File: src/logic/host_map_pkg.sv
/*
  Constants for the 16-bit host register map: offsets, field positions,
  reset values, writable masks and main interrupt status bit positions.
  Assumes nothing of its surroundings; imported by every design file.
*/
`default_nettype none
package host_map_pkg;

  localparam int ADDR_W = 5;
  localparam int DATA_W = 16;

  // byte offsets of the word and byte registers
  localparam logic [4:0] OFF_SOURCE_ADDRESS = 5'h00;
  localparam logic [4:0] OFF_DESTINATION_ADDRESS = 5'h02;
  localparam logic [4:0] OFF_GENERAL_PARAMETER = 5'h04;
  localparam logic [4:0] OFF_CONNECTION_COMMAND = 5'h06;
  localparam logic [4:0] OFF_CONFIG_COMMAND_FIRST = 5'h08;
  localparam logic [4:0] OFF_CONFIG_COMMAND_SECOND = 5'h0a;
  localparam logic [4:0] OFF_MESSAGE_VALUE = 5'h0c;
  localparam logic [4:0] OFF_MAIN_IRQ_STATUS = 5'h0e;
  localparam logic [4:0] OFF_ERROR_IRQ_STATUS = 5'h10;
  localparam logic [4:0] OFF_MAIN_IRQ_MASK = 5'h12;
  localparam logic [4:0] OFF_ERROR_IRQ_MASK = 5'h14;
  localparam logic [4:0] OFF_DEVICE_IDENTITY = 5'h1c;
  localparam logic [4:0] OFF_SLOT_VALUE_READBACK = 5'h1e;

  // reset values
  localparam logic [15:0] RST_WORD = 16'h0000;
  localparam logic [7:0] RST_BYTE = 8'h00;
  localparam logic [7:0] RST_MAIN_IRQ_MASK = 8'h3d;
  localparam logic [15:0] RST_ERROR_IRQ_MASK = 16'hff3f;

  // bits that hold data; the rest are fixed zeros
  localparam logic [15:0] ADDRESS_WORD_BITS = 16'hff9f;
  localparam logic [15:0] CONN_COMMAND_BITS = 16'h3fff;
  localparam logic [15:0] ERROR_BITS = 16'hff3f;

  // address word fields
  localparam int TIME_SLOT_LSB = 8;
  localparam int BUS_TYPE_BIT = 7;
  localparam int PORT_LSB = 0;
  // connection command word fields
  localparam int OUTPUT_SUBCHANNEL_LSB = 11;
  localparam int INPUT_SUBCHANNEL_LSB = 8;
  localparam int QUALIFIER_LSB = 4;
  localparam int COMMAND_CODE_LSB = 0;

  // main interrupt status bit positions
  localparam int ST_ERROR_ONE = 0;
  localparam int ST_ERROR_TWO = 1;
  localparam int ST_READY = 2;
  localparam int ST_NO_FREE_CONN = 3;
  localparam int ST_SLOT_ARRIVED = 4;
  localparam int ST_GPIO = 5;
  localparam int ST_STREAM = 6;
  localparam int ST_PLL_LOCKED = 7;
  // only these bits may raise the interrupt request
  localparam logic [7:0] IRQ_CAPABLE = 8'h37;

endpackage
`default_nettype wire

File: src/logic/error_capture.sv
/*
  Sticky error status word with its summary flag.
  Assumes error events and the read-clear pulse come from logic on the
  same clock.
*/
`timescale 1ns/1ps
`default_nettype none
module error_capture
  import host_map_pkg::*;
(
  input wire logic clock, // system clock
  input wire logic reset, // synchronous, active high
  input wire logic [15:0] events, // failure pulses from supervisors
  input wire logic [15:0] mask, // one masks the source
  input wire logic clear, // read of the status word
  output logic [15:0] status, // sticky failure bits
  output logic summary // unmasked failure since last read
);
  logic [15:0] seen;

  assign seen = events & host_map_pkg::ERROR_BITS;

  // a failure in the clearing cycle survives the clear
  always_ff @(posedge clock)
  begin
    if (reset)
      status <= host_map_pkg::RST_WORD;
    else if (clear)
      status <= seen;
    else
      status <= status | seen;
  end

  always_ff @(posedge clock)
  begin
    if (reset)
      summary <= 1'b0;
    else if (|(seen & ~mask))
      summary <= 1'b1;
    else if (clear)
      summary <= 1'b0;
  end

endmodule
`default_nettype wire

File: src/logic/host_register_map_16bit.sv
/*
  Register map of the switching device as seen by a 16-bit host bus:
  parameter, command, status, mask, identity and readback words.
  Assumes the host bus strobes are driven by logic on the same clock and
  that the internal connection controller reports back on this clock.
*/
// Function
// - source address word is slot 15:8, bus type 7, zeros 6:5, port 4:0, reset zero.
// - destination address word uses the same layout for the output side.
// - general parameter word holds the second byte high and first byte low, both read-write.
// - connection command word is zeros 15:14, subchannels, qualifier and code.
// - error status word reports the failures in bits 15:8 and 5:0, reset zero.
// - error mask word mirrors the status layout, one masks, reset ff3f.
// - the byte registers stay eight bits wide, each at its own even offset.
// - identity byte is fixed and ignores writes.
// - readback word gives memory contents high and slot value low.
// - connection commands are taken only while the ready flag is set.
// - some main status flags are status only and never raise the request.
// - ready clears on a connection command write and sets when it is done.
// - reading the error status word clears it and its summary flag.
// - configuration command writes are taken whatever the ready flag says.
`timescale 1ns/1ps
`default_nettype none
module host_register_map_16bit
  import host_map_pkg::*;
#(
  parameter logic [7:0] IDENTITY_VALUE = 8'h5a // arbitrary value
)
(
  input wire logic clock, // system clock, 100 MHz
  input wire logic reset, // synchronous, active high
  input wire logic host_select, // bus access qualifier
  input wire logic host_write, // write strobe
  input wire logic host_read, // read strobe
  input wire logic [host_map_pkg::ADDR_W-1:0] host_address, // byte addr
  input wire logic [15:0] host_write_data, // write data
  output logic [15:0] host_read_data, // read data
  output logic host_read_valid, // read data valid pulse
  output logic irq_request, // interrupt request, level
  output logic [15:0] source_address, // source slot, bus type, port
  output logic [15:0] destination_address, // destination fields
  output logic [15:0] general_parameter_word, // general value
  output logic [15:0] connection_command_word, // held command
  output logic connection_launch, // command taken pulse
  output logic [7:0] config_command_first, // first config command
  output logic [7:0] config_command_second, // second config command
  output logic config_launch_first, // first command written pulse
  output logic config_launch_second, // second command written pulse
  output logic [7:0] message_value, // message byte
  output logic ready_flag, // connection command register free
  input wire logic connection_established, // controller done pulse
  input wire logic no_free_connection, // controller status level
  input wire logic stream_connected, // stream controller status
  input wire logic pll_locked, // analog pll status
  input wire logic [15:0] error_events, // failure pulses
  input wire logic slot_value_update, // new readback value pulse
  input wire logic [15:0] slot_value_in, // readback value
  input wire logic gpio_change // general purpose change summary
);
  import host_map_pkg::*;

  logic write_hit;
  logic read_hit;
  logic [7:0] main_irq_mask;
  logic [15:0] error_irq_mask;
  logic [15:0] error_irq_status;
  logic error_summary;
  logic [15:0] slot_value_and_config_readback;
  logic slot_arrived;
  logic ready_event;
  logic [7:0] main_irq_status;
  logic [7:0] pending;
  logic [15:0] next_read_data;
  logic next_irq;

  function automatic logic hit(input logic [4:0] addr,
                               input logic [4:0] offset);
    hit = (addr == offset);
  endfunction

  function automatic logic [15:0] merge(input logic [15:0] data,
                                        input logic [15:0] keep);
    merge = data & keep;
  endfunction

  assign write_hit = host_select & host_write;
  assign read_hit = host_select & host_read;

  error_capture error_unit
  (
    .clock(clock),
    .reset(reset),
    .events(error_events),
    .mask(error_irq_mask),
    .clear(read_hit & hit(host_address, OFF_ERROR_IRQ_STATUS)),
    .status(error_irq_status),
    .summary(error_summary)
  );

  // parameter words
  always_ff @(posedge clock)
  begin
    if (reset)
    begin
      source_address <= RST_WORD;
      destination_address <= RST_WORD;
      general_parameter_word <= RST_WORD;
      message_value <= RST_BYTE;
    end
    else if (write_hit)
    begin
      if (hit(host_address, OFF_SOURCE_ADDRESS))
        source_address <= merge(host_write_data,
                                ADDRESS_WORD_BITS);
      if (hit(host_address, OFF_DESTINATION_ADDRESS))
        destination_address <= merge(host_write_data,
                                     ADDRESS_WORD_BITS);
      if (hit(host_address, OFF_GENERAL_PARAMETER))
        general_parameter_word <= host_write_data;
      if (hit(host_address, OFF_MESSAGE_VALUE))
        message_value <= host_write_data[7:0];
    end
  end

  // connection command and ready handshake
  always_ff @(posedge clock)
  begin
    if (reset)
    begin
      connection_command_word <= RST_WORD;
      connection_launch <= 1'b0;
    end
    else
    begin
      connection_launch <= 1'b0;
      if (write_hit && hit(host_address, OFF_CONNECTION_COMMAND)
          && ready_flag)
      begin
        connection_command_word <= merge(host_write_data,
                                         CONN_COMMAND_BITS);
        connection_launch <= 1'b1;
      end
    end
  end

  always_ff @(posedge clock)
  begin
    if (reset)
      ready_flag <= 1'b0;
    else if (connection_established)
      ready_flag <= 1'b1;
    else if (connection_launch)
      ready_flag <= 1'b0;
    else if (write_hit && hit(host_address, OFF_CONNECTION_COMMAND))
      ready_flag <= 1'b0;
  end

  // ready rising edge is the interrupting event; main status read clears
  always_ff @(posedge clock)
  begin
    if (reset)
      ready_event <= 1'b0;
    else if (connection_established && !ready_flag)
      ready_event <= 1'b1;
    else if (read_hit && hit(host_address, OFF_MAIN_IRQ_STATUS))
      ready_event <= 1'b0;
  end

  // configuration commands ignore the ready flag
  always_ff @(posedge clock)
  begin
    if (reset)
    begin
      config_command_first <= RST_BYTE;
      config_command_second <= RST_BYTE;
      config_launch_first <= 1'b0;
      config_launch_second <= 1'b0;
    end
    else
    begin
      config_launch_first <= 1'b0;
      config_launch_second <= 1'b0;
      if (write_hit && hit(host_address, OFF_CONFIG_COMMAND_FIRST))
      begin
        config_command_first <= host_write_data[7:0];
        config_launch_first <= 1'b1;
      end
      if (write_hit && hit(host_address, OFF_CONFIG_COMMAND_SECOND))
      begin
        config_command_second <= host_write_data[7:0];
        config_launch_second <= 1'b1;
      end
    end
  end

  // mask registers
  always_ff @(posedge clock)
  begin
    if (reset)
    begin
      main_irq_mask <= RST_MAIN_IRQ_MASK;
      error_irq_mask <= RST_ERROR_IRQ_MASK;
    end
    else if (write_hit)
    begin
      if (hit(host_address, OFF_MAIN_IRQ_MASK))
        main_irq_mask <= host_write_data[7:0];
      if (hit(host_address, OFF_ERROR_IRQ_MASK))
        error_irq_mask <= merge(host_write_data, ERROR_BITS) |
                          ~ERROR_BITS;
    end
  end

  // readback word and its arrival flag; an update beats the read clear
  always_ff @(posedge clock)
  begin
    if (reset)
      slot_value_and_config_readback <= RST_WORD;
    else if (slot_value_update)
      slot_value_and_config_readback <= slot_value_in;
  end

  always_ff @(posedge clock)
  begin
    if (reset)
      slot_arrived <= 1'b0;
    else if (slot_value_update)
      slot_arrived <= 1'b1;
    else if (read_hit && hit(host_address, OFF_SLOT_VALUE_READBACK))
      slot_arrived <= 1'b0;
  end

  always_comb
  begin
    main_irq_status = 8'h00;
    main_irq_status[ST_ERROR_ONE] = error_summary;
    main_irq_status[ST_ERROR_TWO] = 1'b0;
    main_irq_status[ST_READY] = ready_flag;
    main_irq_status[ST_NO_FREE_CONN] = no_free_connection;
    main_irq_status[ST_SLOT_ARRIVED] = slot_arrived;
    main_irq_status[ST_GPIO] = gpio_change;
    main_irq_status[ST_STREAM] = stream_connected;
    main_irq_status[ST_PLL_LOCKED] = pll_locked;
    pending = main_irq_status;
    pending[ST_READY] = ready_event;
  end

  // status-only flags never reach the request; mask writes drop it
  always_comb
  begin
    next_irq = |(pending & ~main_irq_mask & IRQ_CAPABLE);
    if (write_hit && hit(host_address, OFF_MAIN_IRQ_MASK))
      next_irq = 1'b0;
  end

  always_ff @(posedge clock)
  begin
    if (reset)
      irq_request <= 1'b0;
    else
      irq_request <= next_irq;
  end

  // read multiplexer; unmapped and odd addresses read zero
  always_comb
  begin
    next_read_data = 16'h0000;
    case (host_address)
      OFF_SOURCE_ADDRESS: next_read_data = source_address;
      OFF_DESTINATION_ADDRESS: next_read_data = destination_address;
      OFF_GENERAL_PARAMETER: next_read_data = general_parameter_word;
      OFF_CONNECTION_COMMAND: next_read_data = connection_command_word;
      OFF_CONFIG_COMMAND_FIRST:
        next_read_data = {8'h00, config_command_first};
      OFF_CONFIG_COMMAND_SECOND:
        next_read_data = {8'h00, config_command_second};
      OFF_MESSAGE_VALUE: next_read_data = {8'h00, message_value};
      OFF_MAIN_IRQ_STATUS: next_read_data = {8'h00, main_irq_status};
      OFF_ERROR_IRQ_STATUS: next_read_data = error_irq_status;
      OFF_MAIN_IRQ_MASK: next_read_data = {8'h00, main_irq_mask};
      OFF_ERROR_IRQ_MASK:
        next_read_data = merge(error_irq_mask, ERROR_BITS);
      OFF_DEVICE_IDENTITY: next_read_data = {8'h00, IDENTITY_VALUE};
      OFF_SLOT_VALUE_READBACK:
        next_read_data = slot_value_and_config_readback;
      default: next_read_data = 16'h0000;
    endcase
  end

  always_ff @(posedge clock)
  begin
    if (reset)
    begin
      host_read_data <= 16'h0000;
      host_read_valid <= 1'b0;
    end
    else
    begin
      host_read_valid <= read_hit;
      if (read_hit)
        host_read_data <= next_read_data;
    end
  end

endmodule
`default_nettype wire

File: config.mk
export PLATFORM = sky130hd
export DESIGN_NAME = host_register_map_16bit
export DESIGN_NICKNAME = d
export VERILOG_FILES = /design/src/logic/host_map_pkg.sv /design/src/logic/error_capture.sv /design/src/logic/host_register_map_16bit.sv
export SDC_FILE = /design/constraint.sdc
export NUM_CORES = 1
export LEC_CHECK = 0
export ABC_AREA = 1
export CAP_MARGIN = 20
export CORE_ASPECT_RATIO = 0.6
export CORE_MARGIN = 3
export CORE_UTILIZATION = 45
export CTS_CLUSTER_DIAMETER = 60
export DETAILED_ROUTE_END_ITERATION = 16
export DONT_BUFFER_PORTS = 1
export PLACE_DENSITY = 0.67
export SLEW_MARGIN = 30
export SYNTH_ARGS = -nofsm -noshare
export SYNTH_HDL_FRONTEND = slang
export SYNTH_SLANG_ARGS = --single-unit
File: constraint.sdc
create_clock -name clock -period 1.7 [get_ports clock]
set_input_delay 0.085 -clock clock [delete_from_list [all_inputs] [get_ports clock]]
set_output_delay 0.085 -clock clock [all_outputs]
set_load 0.03 [all_outputs]
# Yosys cells after proc, flatten, opt, wreduce, memory -nomap -nowiden
# Cells that the tools add are included.
[word_totals] input_bits=64 reg_bits=163 word_cells=80
[op_classes] n_mux=14 n_reduce_logical=24 n_eq_ne=12 n_bitwise=8
[ops] op="one-hot mux 16 bit (13 select lines)" n=1
[ops] op="equality test 5 bit (second input constant)" n=5
[ops] op="equality test 5 x 4 -> 1 bit (second input constant)" n=4
[ops] op="bitwise AND 16 bit" n=1
[ops] op="two-way mux 16 bit" n=1
[ops] op="inverter 16 bit" n=1
[ops] op="bitwise OR 16 bit" n=1
[ops] op="OR reduction 16 bit" n=1
[ops] op="two-way mux 1 bit" n=12
[ops] op="AND reduction 2 bit" n=6
[ops] op="equality test 5 x 3 -> 1 bit (second input constant)" n=2
[ops] op="logical AND 1 bit" n=8
[ops] op="bitwise AND 6 bit" n=1
[ops] op="inverter 6 bit" n=1
[ops] op="nonzero test 2 bit" n=3
[ops] op="equality test 5 x 2 -> 1 bit (second input constant)" n=1
[ops] op="zero test 5 bit" n=1
[ops] op="OR reduction 5 bit" n=1
[ops] op="OR reduction 2 bit" n=2
[ops] op="bitwise AND 1 bit" n=3
[ops] op="nonzero test 3 bit" n=1
[ops] op="zero test 1 bit" n=1

# Depth between registers and ports, before layout
[logic_depth] ltp_word=5 ltp_mapped=12

# Cells and area by module
# A second synthesis with hierarchy kept.
[unflattened] cells_unflattened=1011 area_unflattened_um2=7130.6
[by_module_without_submodules] mod="host_register_map_16bit" instances=1 area_per_inst_um2=6492.5 seq_area_each_um2=2902.8 cells_per_inst=918
[by_module_without_submodules] mod="error_capture" instances=1 area_per_inst_um2=638.1 seq_area_each_um2=300.3 cells_per_inst=93

# Worst setup path before layout
# OpenSTA, ideal clock, no wires.
[synth_timing] path_type="input port to flip-flop" start="in host_address[4] in the netlist's numbering" end="reg general_parameter_word[3]" arrival_time_ns=1.136 path_stages=10 setup_time_ns=0.116 slack_ns=0.448 required_time_ns=1.584 cell_sequence="buf_4 inv_4 nand2_2 nor2_4 inv_2 nor2_4 inv_2 buf_2 nor2_1 nor2_1"
[synth_via] elab_chain_len=2
[synth_rtl] element="start: declaration" line_no="host_register_map_16bit.sv:35" source="input wire logic [host_map_pkg::ADDR_W-1:0] host_address,"
[synth_rtl] element="equality test 5 x 3 -> 1 bit" line_no="host_register_map_16bit.sv:78" source="hit = (addr == offset);"
[synth_rtl] element="AND reduction 2 bit (no source line)"
[synth_rtl] element="end signal: assignment" line_no="host_register_map_16bit.sv:119" source="general_parameter_word <= host_write_data;"
[synth_rtl] element="end: declaration" line_no="host_register_map_16bit.sv:42" source="output logic [15:0] general_parameter_word,"
# Every way passes these cells.
# A chain may end at the register's enable or synchronous reset.

# Final worst setup path
[layout_timing] start="reg error_irq_mask[12]" end="reg error_unit.summary"
[layout_via] elab_chain_len=4
[layout_rtl] element="start: declaration" line_no="host_register_map_16bit.sv:65" source="logic [15:0] error_irq_mask;"
[layout_rtl] element="start signal: assignment" line_no="host_register_map_16bit.sv:209" source="error_irq_mask <= merge(host_write_data, ERROR_BITS) |"
[layout_rtl] element="inverter 16 bit (*)" line_no="error_capture.sv:38" source="else if (|(seen & ~mask))"
[layout_rtl] element="bitwise AND 16 bit (*)" line_no="error_capture.sv:38"
[layout_rtl] element="OR reduction 16 bit (*)" line_no="error_capture.sv:38"
[layout_rtl] element="two-way mux 1 bit / nonzero test 2 bit (equally long branches)"
[layout_rtl] element="end signal: assignment" line_no="error_capture.sv:37" source="summary <= 1'b0;"
[layout_rtl] element="end signal: assignment" line_no="error_capture.sv:39" source="summary <= 1'b1;"
[layout_rtl] element="end signal: assignment" line_no="error_capture.sv:41" source="summary <= 1'b0;"
[layout_rtl] element="end: declaration" line_no="error_capture.sv:17" source="output logic summary"
# Every way passes the cells marked *; elsewhere a longest branch is shown, timed or not.

==> out/results.txt <==
Clock power share - 0.461
Max cap viols - 0
Post-CTS Setup Inserts - 0
Switching share of total power - 0.278
Mapped Area - 6870 um^2
Leak - 3.96 nW
Synth area leader - dfxtp_1
Actual slew at the worst max-slew pin - 0.702 ns
DRT iter0 DRCs - 672
Place WS - 0.195 ns
Hold buffers post-CTS - 63
Area of the core - 14,700 um^2
EDFF count, synth - 0
Max Clock Freq - 619 MHz
Synth Warn # - 0
Die extent in y - 102 um
Status - completed
Arrival @ worst endpoint - 1.93 ns
H-tree Lvls - 4
Final #Nets - 1,189
Fin worst setup slack - 0.0838 ns
Final Power - 8.33 mW
Worst path max stage delay - 0.58 ns
Clk slew on worst S/H paths - 0.07 ns
Post-DP HPWL - 17,800 um
Final min period - 1.62 ns
Comb pwr share - 0.075
Routed vias/inst - 5.36
Top cells by count, synth - nand2_1, nor2_1, dfxtp_1
Register bit total from synthesis - 159
Fillers - 1,410
Final core utilization - 0.602
Via count - 7,170
Max Root-Sink Buffers - 2
Post-Place Cells - 1,241
Crit path launch type - register
Non-Filler Instances - 1,337
Final instance area - 8870 um^2
Initial antenna violation count - 1
Post-placement cell area - 7630 um^2
Post_cts resized - 0
Multi-input gate area - 3110 um^2
Clock Skew - 0.00944 ns
Max-slew violation count - 0
Routed WL per cell - 18.7 um
Final setup viols - 0
Yosys cell types - 31
Drc violations - 0
Die area - 16,800 um^2
Setup TNS - 0 ns
Hold slack final - 0.0156 ns
Final period util - 0.951
Most numerous cell in the Yosys netlist - nand2_1
Initial Util - 0.467
Power per cell area - 939 nW/um^2
Share of power burned in registers - 0.464
Top_reg_cell synth - dfxtp_1
Share of cells above drive strength 1 - 0.149
Ys async rst share - 0
Crit end category - register
First-pass GRT wire length - 37,600 um
CTS tree - yes
Pint - 6.01 mW
Min-delay worst type - input port to register
CTS root buf - clkbuf_16
Syn_area_per_cell - 6.93 um^2
Final GP Congestion - 0.978
Sequential fraction of the synthesis area - 0.463
Max VDD drop - 0.463 mV
Final wirelength - 25,000 um
CP required - 2.02 ns
Critical path class - register to register
GR Overflow Total - 0
Clk_lat worst skew - 0.44 ns
Share of the synthesized area in the top cell type - 0.463
Cell mode on critical path - a21oi_1
Largest net degree at the start of global routing - 79
CP max-delay cell - dlygate4sd3_1
CP Cell Sequence - o22ai_1, a21oi_1, nand2_1, dlygate4sd3_1, nor3_1, a21oi_1
Overall Global Routing Usage - 0.297
Routed Antenna Nets - 0
Die W - 166 um
Switching power - 2.32 mW
TritonCTS Sinks - 159
Post-synthesis instance total - 992
Crit path max fanout - 3
TritonCTS buffer count - 17
Vias in the first global route - 6,508
Port Buffer Count - 0
RSZ-0062 raised after global routing - no
Final hold vios - 0
FP Rows - 34
Max_slew headroom - 0.531
Area growth, synth to finish - 29.0%
Synth area leaders - dfxtp_1, nand2_1, nor2_1
Area taken by flip-flops and latches - 3180 um^2
First-pass DRT Iterations - 6
I/O pin count - 174
## cell usage in the layout, fill, tap and decap left out, types with 3 or more instances in the layout
master | netlist | final
nor2_1 | 182 | 182
nor2_2 | 8 | 8
inv_8 | 0 | 6
a21oi_1 | 75 | 75
dfxtp_1 | 159 | 159
nand2_1 | 217 | 217
o22ai_1 | 5 | 5
nand3_1 | 40 | 40
o21ai_1 | 4 | 4
clkinv_8 | 0 | 3
o21ai_0 | 121 | 121
inv_2 | 11 | 12
clkbuf_16 | 0 | 17
dlygate4sd3_1 | 0 | 62
nand2_2 | 5 | 5
conb_1 | 1 | 6
buf_4 | 11 | 98
o211ai_1 | 8 | 8
nand4_1 | 10 | 10
inv_1 | 74 | 74
clkinv_4 | 0 | 3
nor2_4 | 7 | 7
## critical path: cells and delay by family (launching register included)
kind                   cells  cell delay, ns
AO/OA/AOI/OAI              3            0.35
buffers and inverters      1            0.58
flip-flops                 1            0.37
AND/OR/NAND/NOR            2            0.20
## state kept, by name, summed over array words and instances (netlist names), 8 cells and up
name and cells:
general_parameter_word 16, host_read_data 16, slot_value_and_config_readback 16, connection_command_word 14
destination_address 14, error_irq_mask 14, error_unit.status 14, source_address 14
config_command_first 8, config_command_second 8, main_irq_mask 8, message_value 8
## cell families after synthesis
| group | Yosys count | share of synthesized area |
|---|---|---|
| and+or+nand+nor | 475 | 0.286 |
| AOI/OAI and AO/OA | 217 | 0.164 |
| buffers and inverters | 140 | 0.0863 |
| DFF | 159 | 0.463 |
| other | 1 | 0.000546 |
## final cells by class
class | instances | share of cell area
Tap cell | 198 | 0.0279
Antenna cell | 1 | 0.000282
Clock inverter | 15 | 0.0189
Sequential cell | 159 | 0.359
Clock buffer | 17 | 0.0480
Multi-Input combinational cell | 698 | 0.351
Timing Repair Buffer | 162 | 0.157
Inverter | 87 | 0.0371
## routing by layer
layer | share of wire | GRT usage | wire length (um)
met4 | 0.015 | 0.0831 | 375
met3 | 0.12 | 0.0969 | 3050
met1 | 0.44 | 0.416 | 11000
met2 | 0.43 | 0.439 | 10600
met5 | 0.00052 | 0 | 13
## worst paths after layout
kind / startpoint / to / slack, ns / cells after the start
worst max-delay path: error_irq_mask[12] / error_unit.summary / 0.08 / 6
worst min register to register: slot_value_and_config_readback[15] / slot_value_and_config_readback[15] / 0.45 / 2
worst max register to register: error_irq_mask[12] / error_unit.summary / 0.08 / 6
worst min-delay path: gpio_change / irq_request / 0.02 / 4
## power groups by stage
stage,Combinational (mW),Sequential (mW),Clock [mW]
2_1_floorplan,0.314,3.96,0
3_3_place_gp,0.415,3.95,0
3_5_place_dp,0.421,3.95,0
4_1_cts,0.609,3.86,3.86
5_1_grt,0.674,3.87,4.01
6_report,0.624,3.87,3.84
No activity file was read; power rests on OpenSTA's default activity.
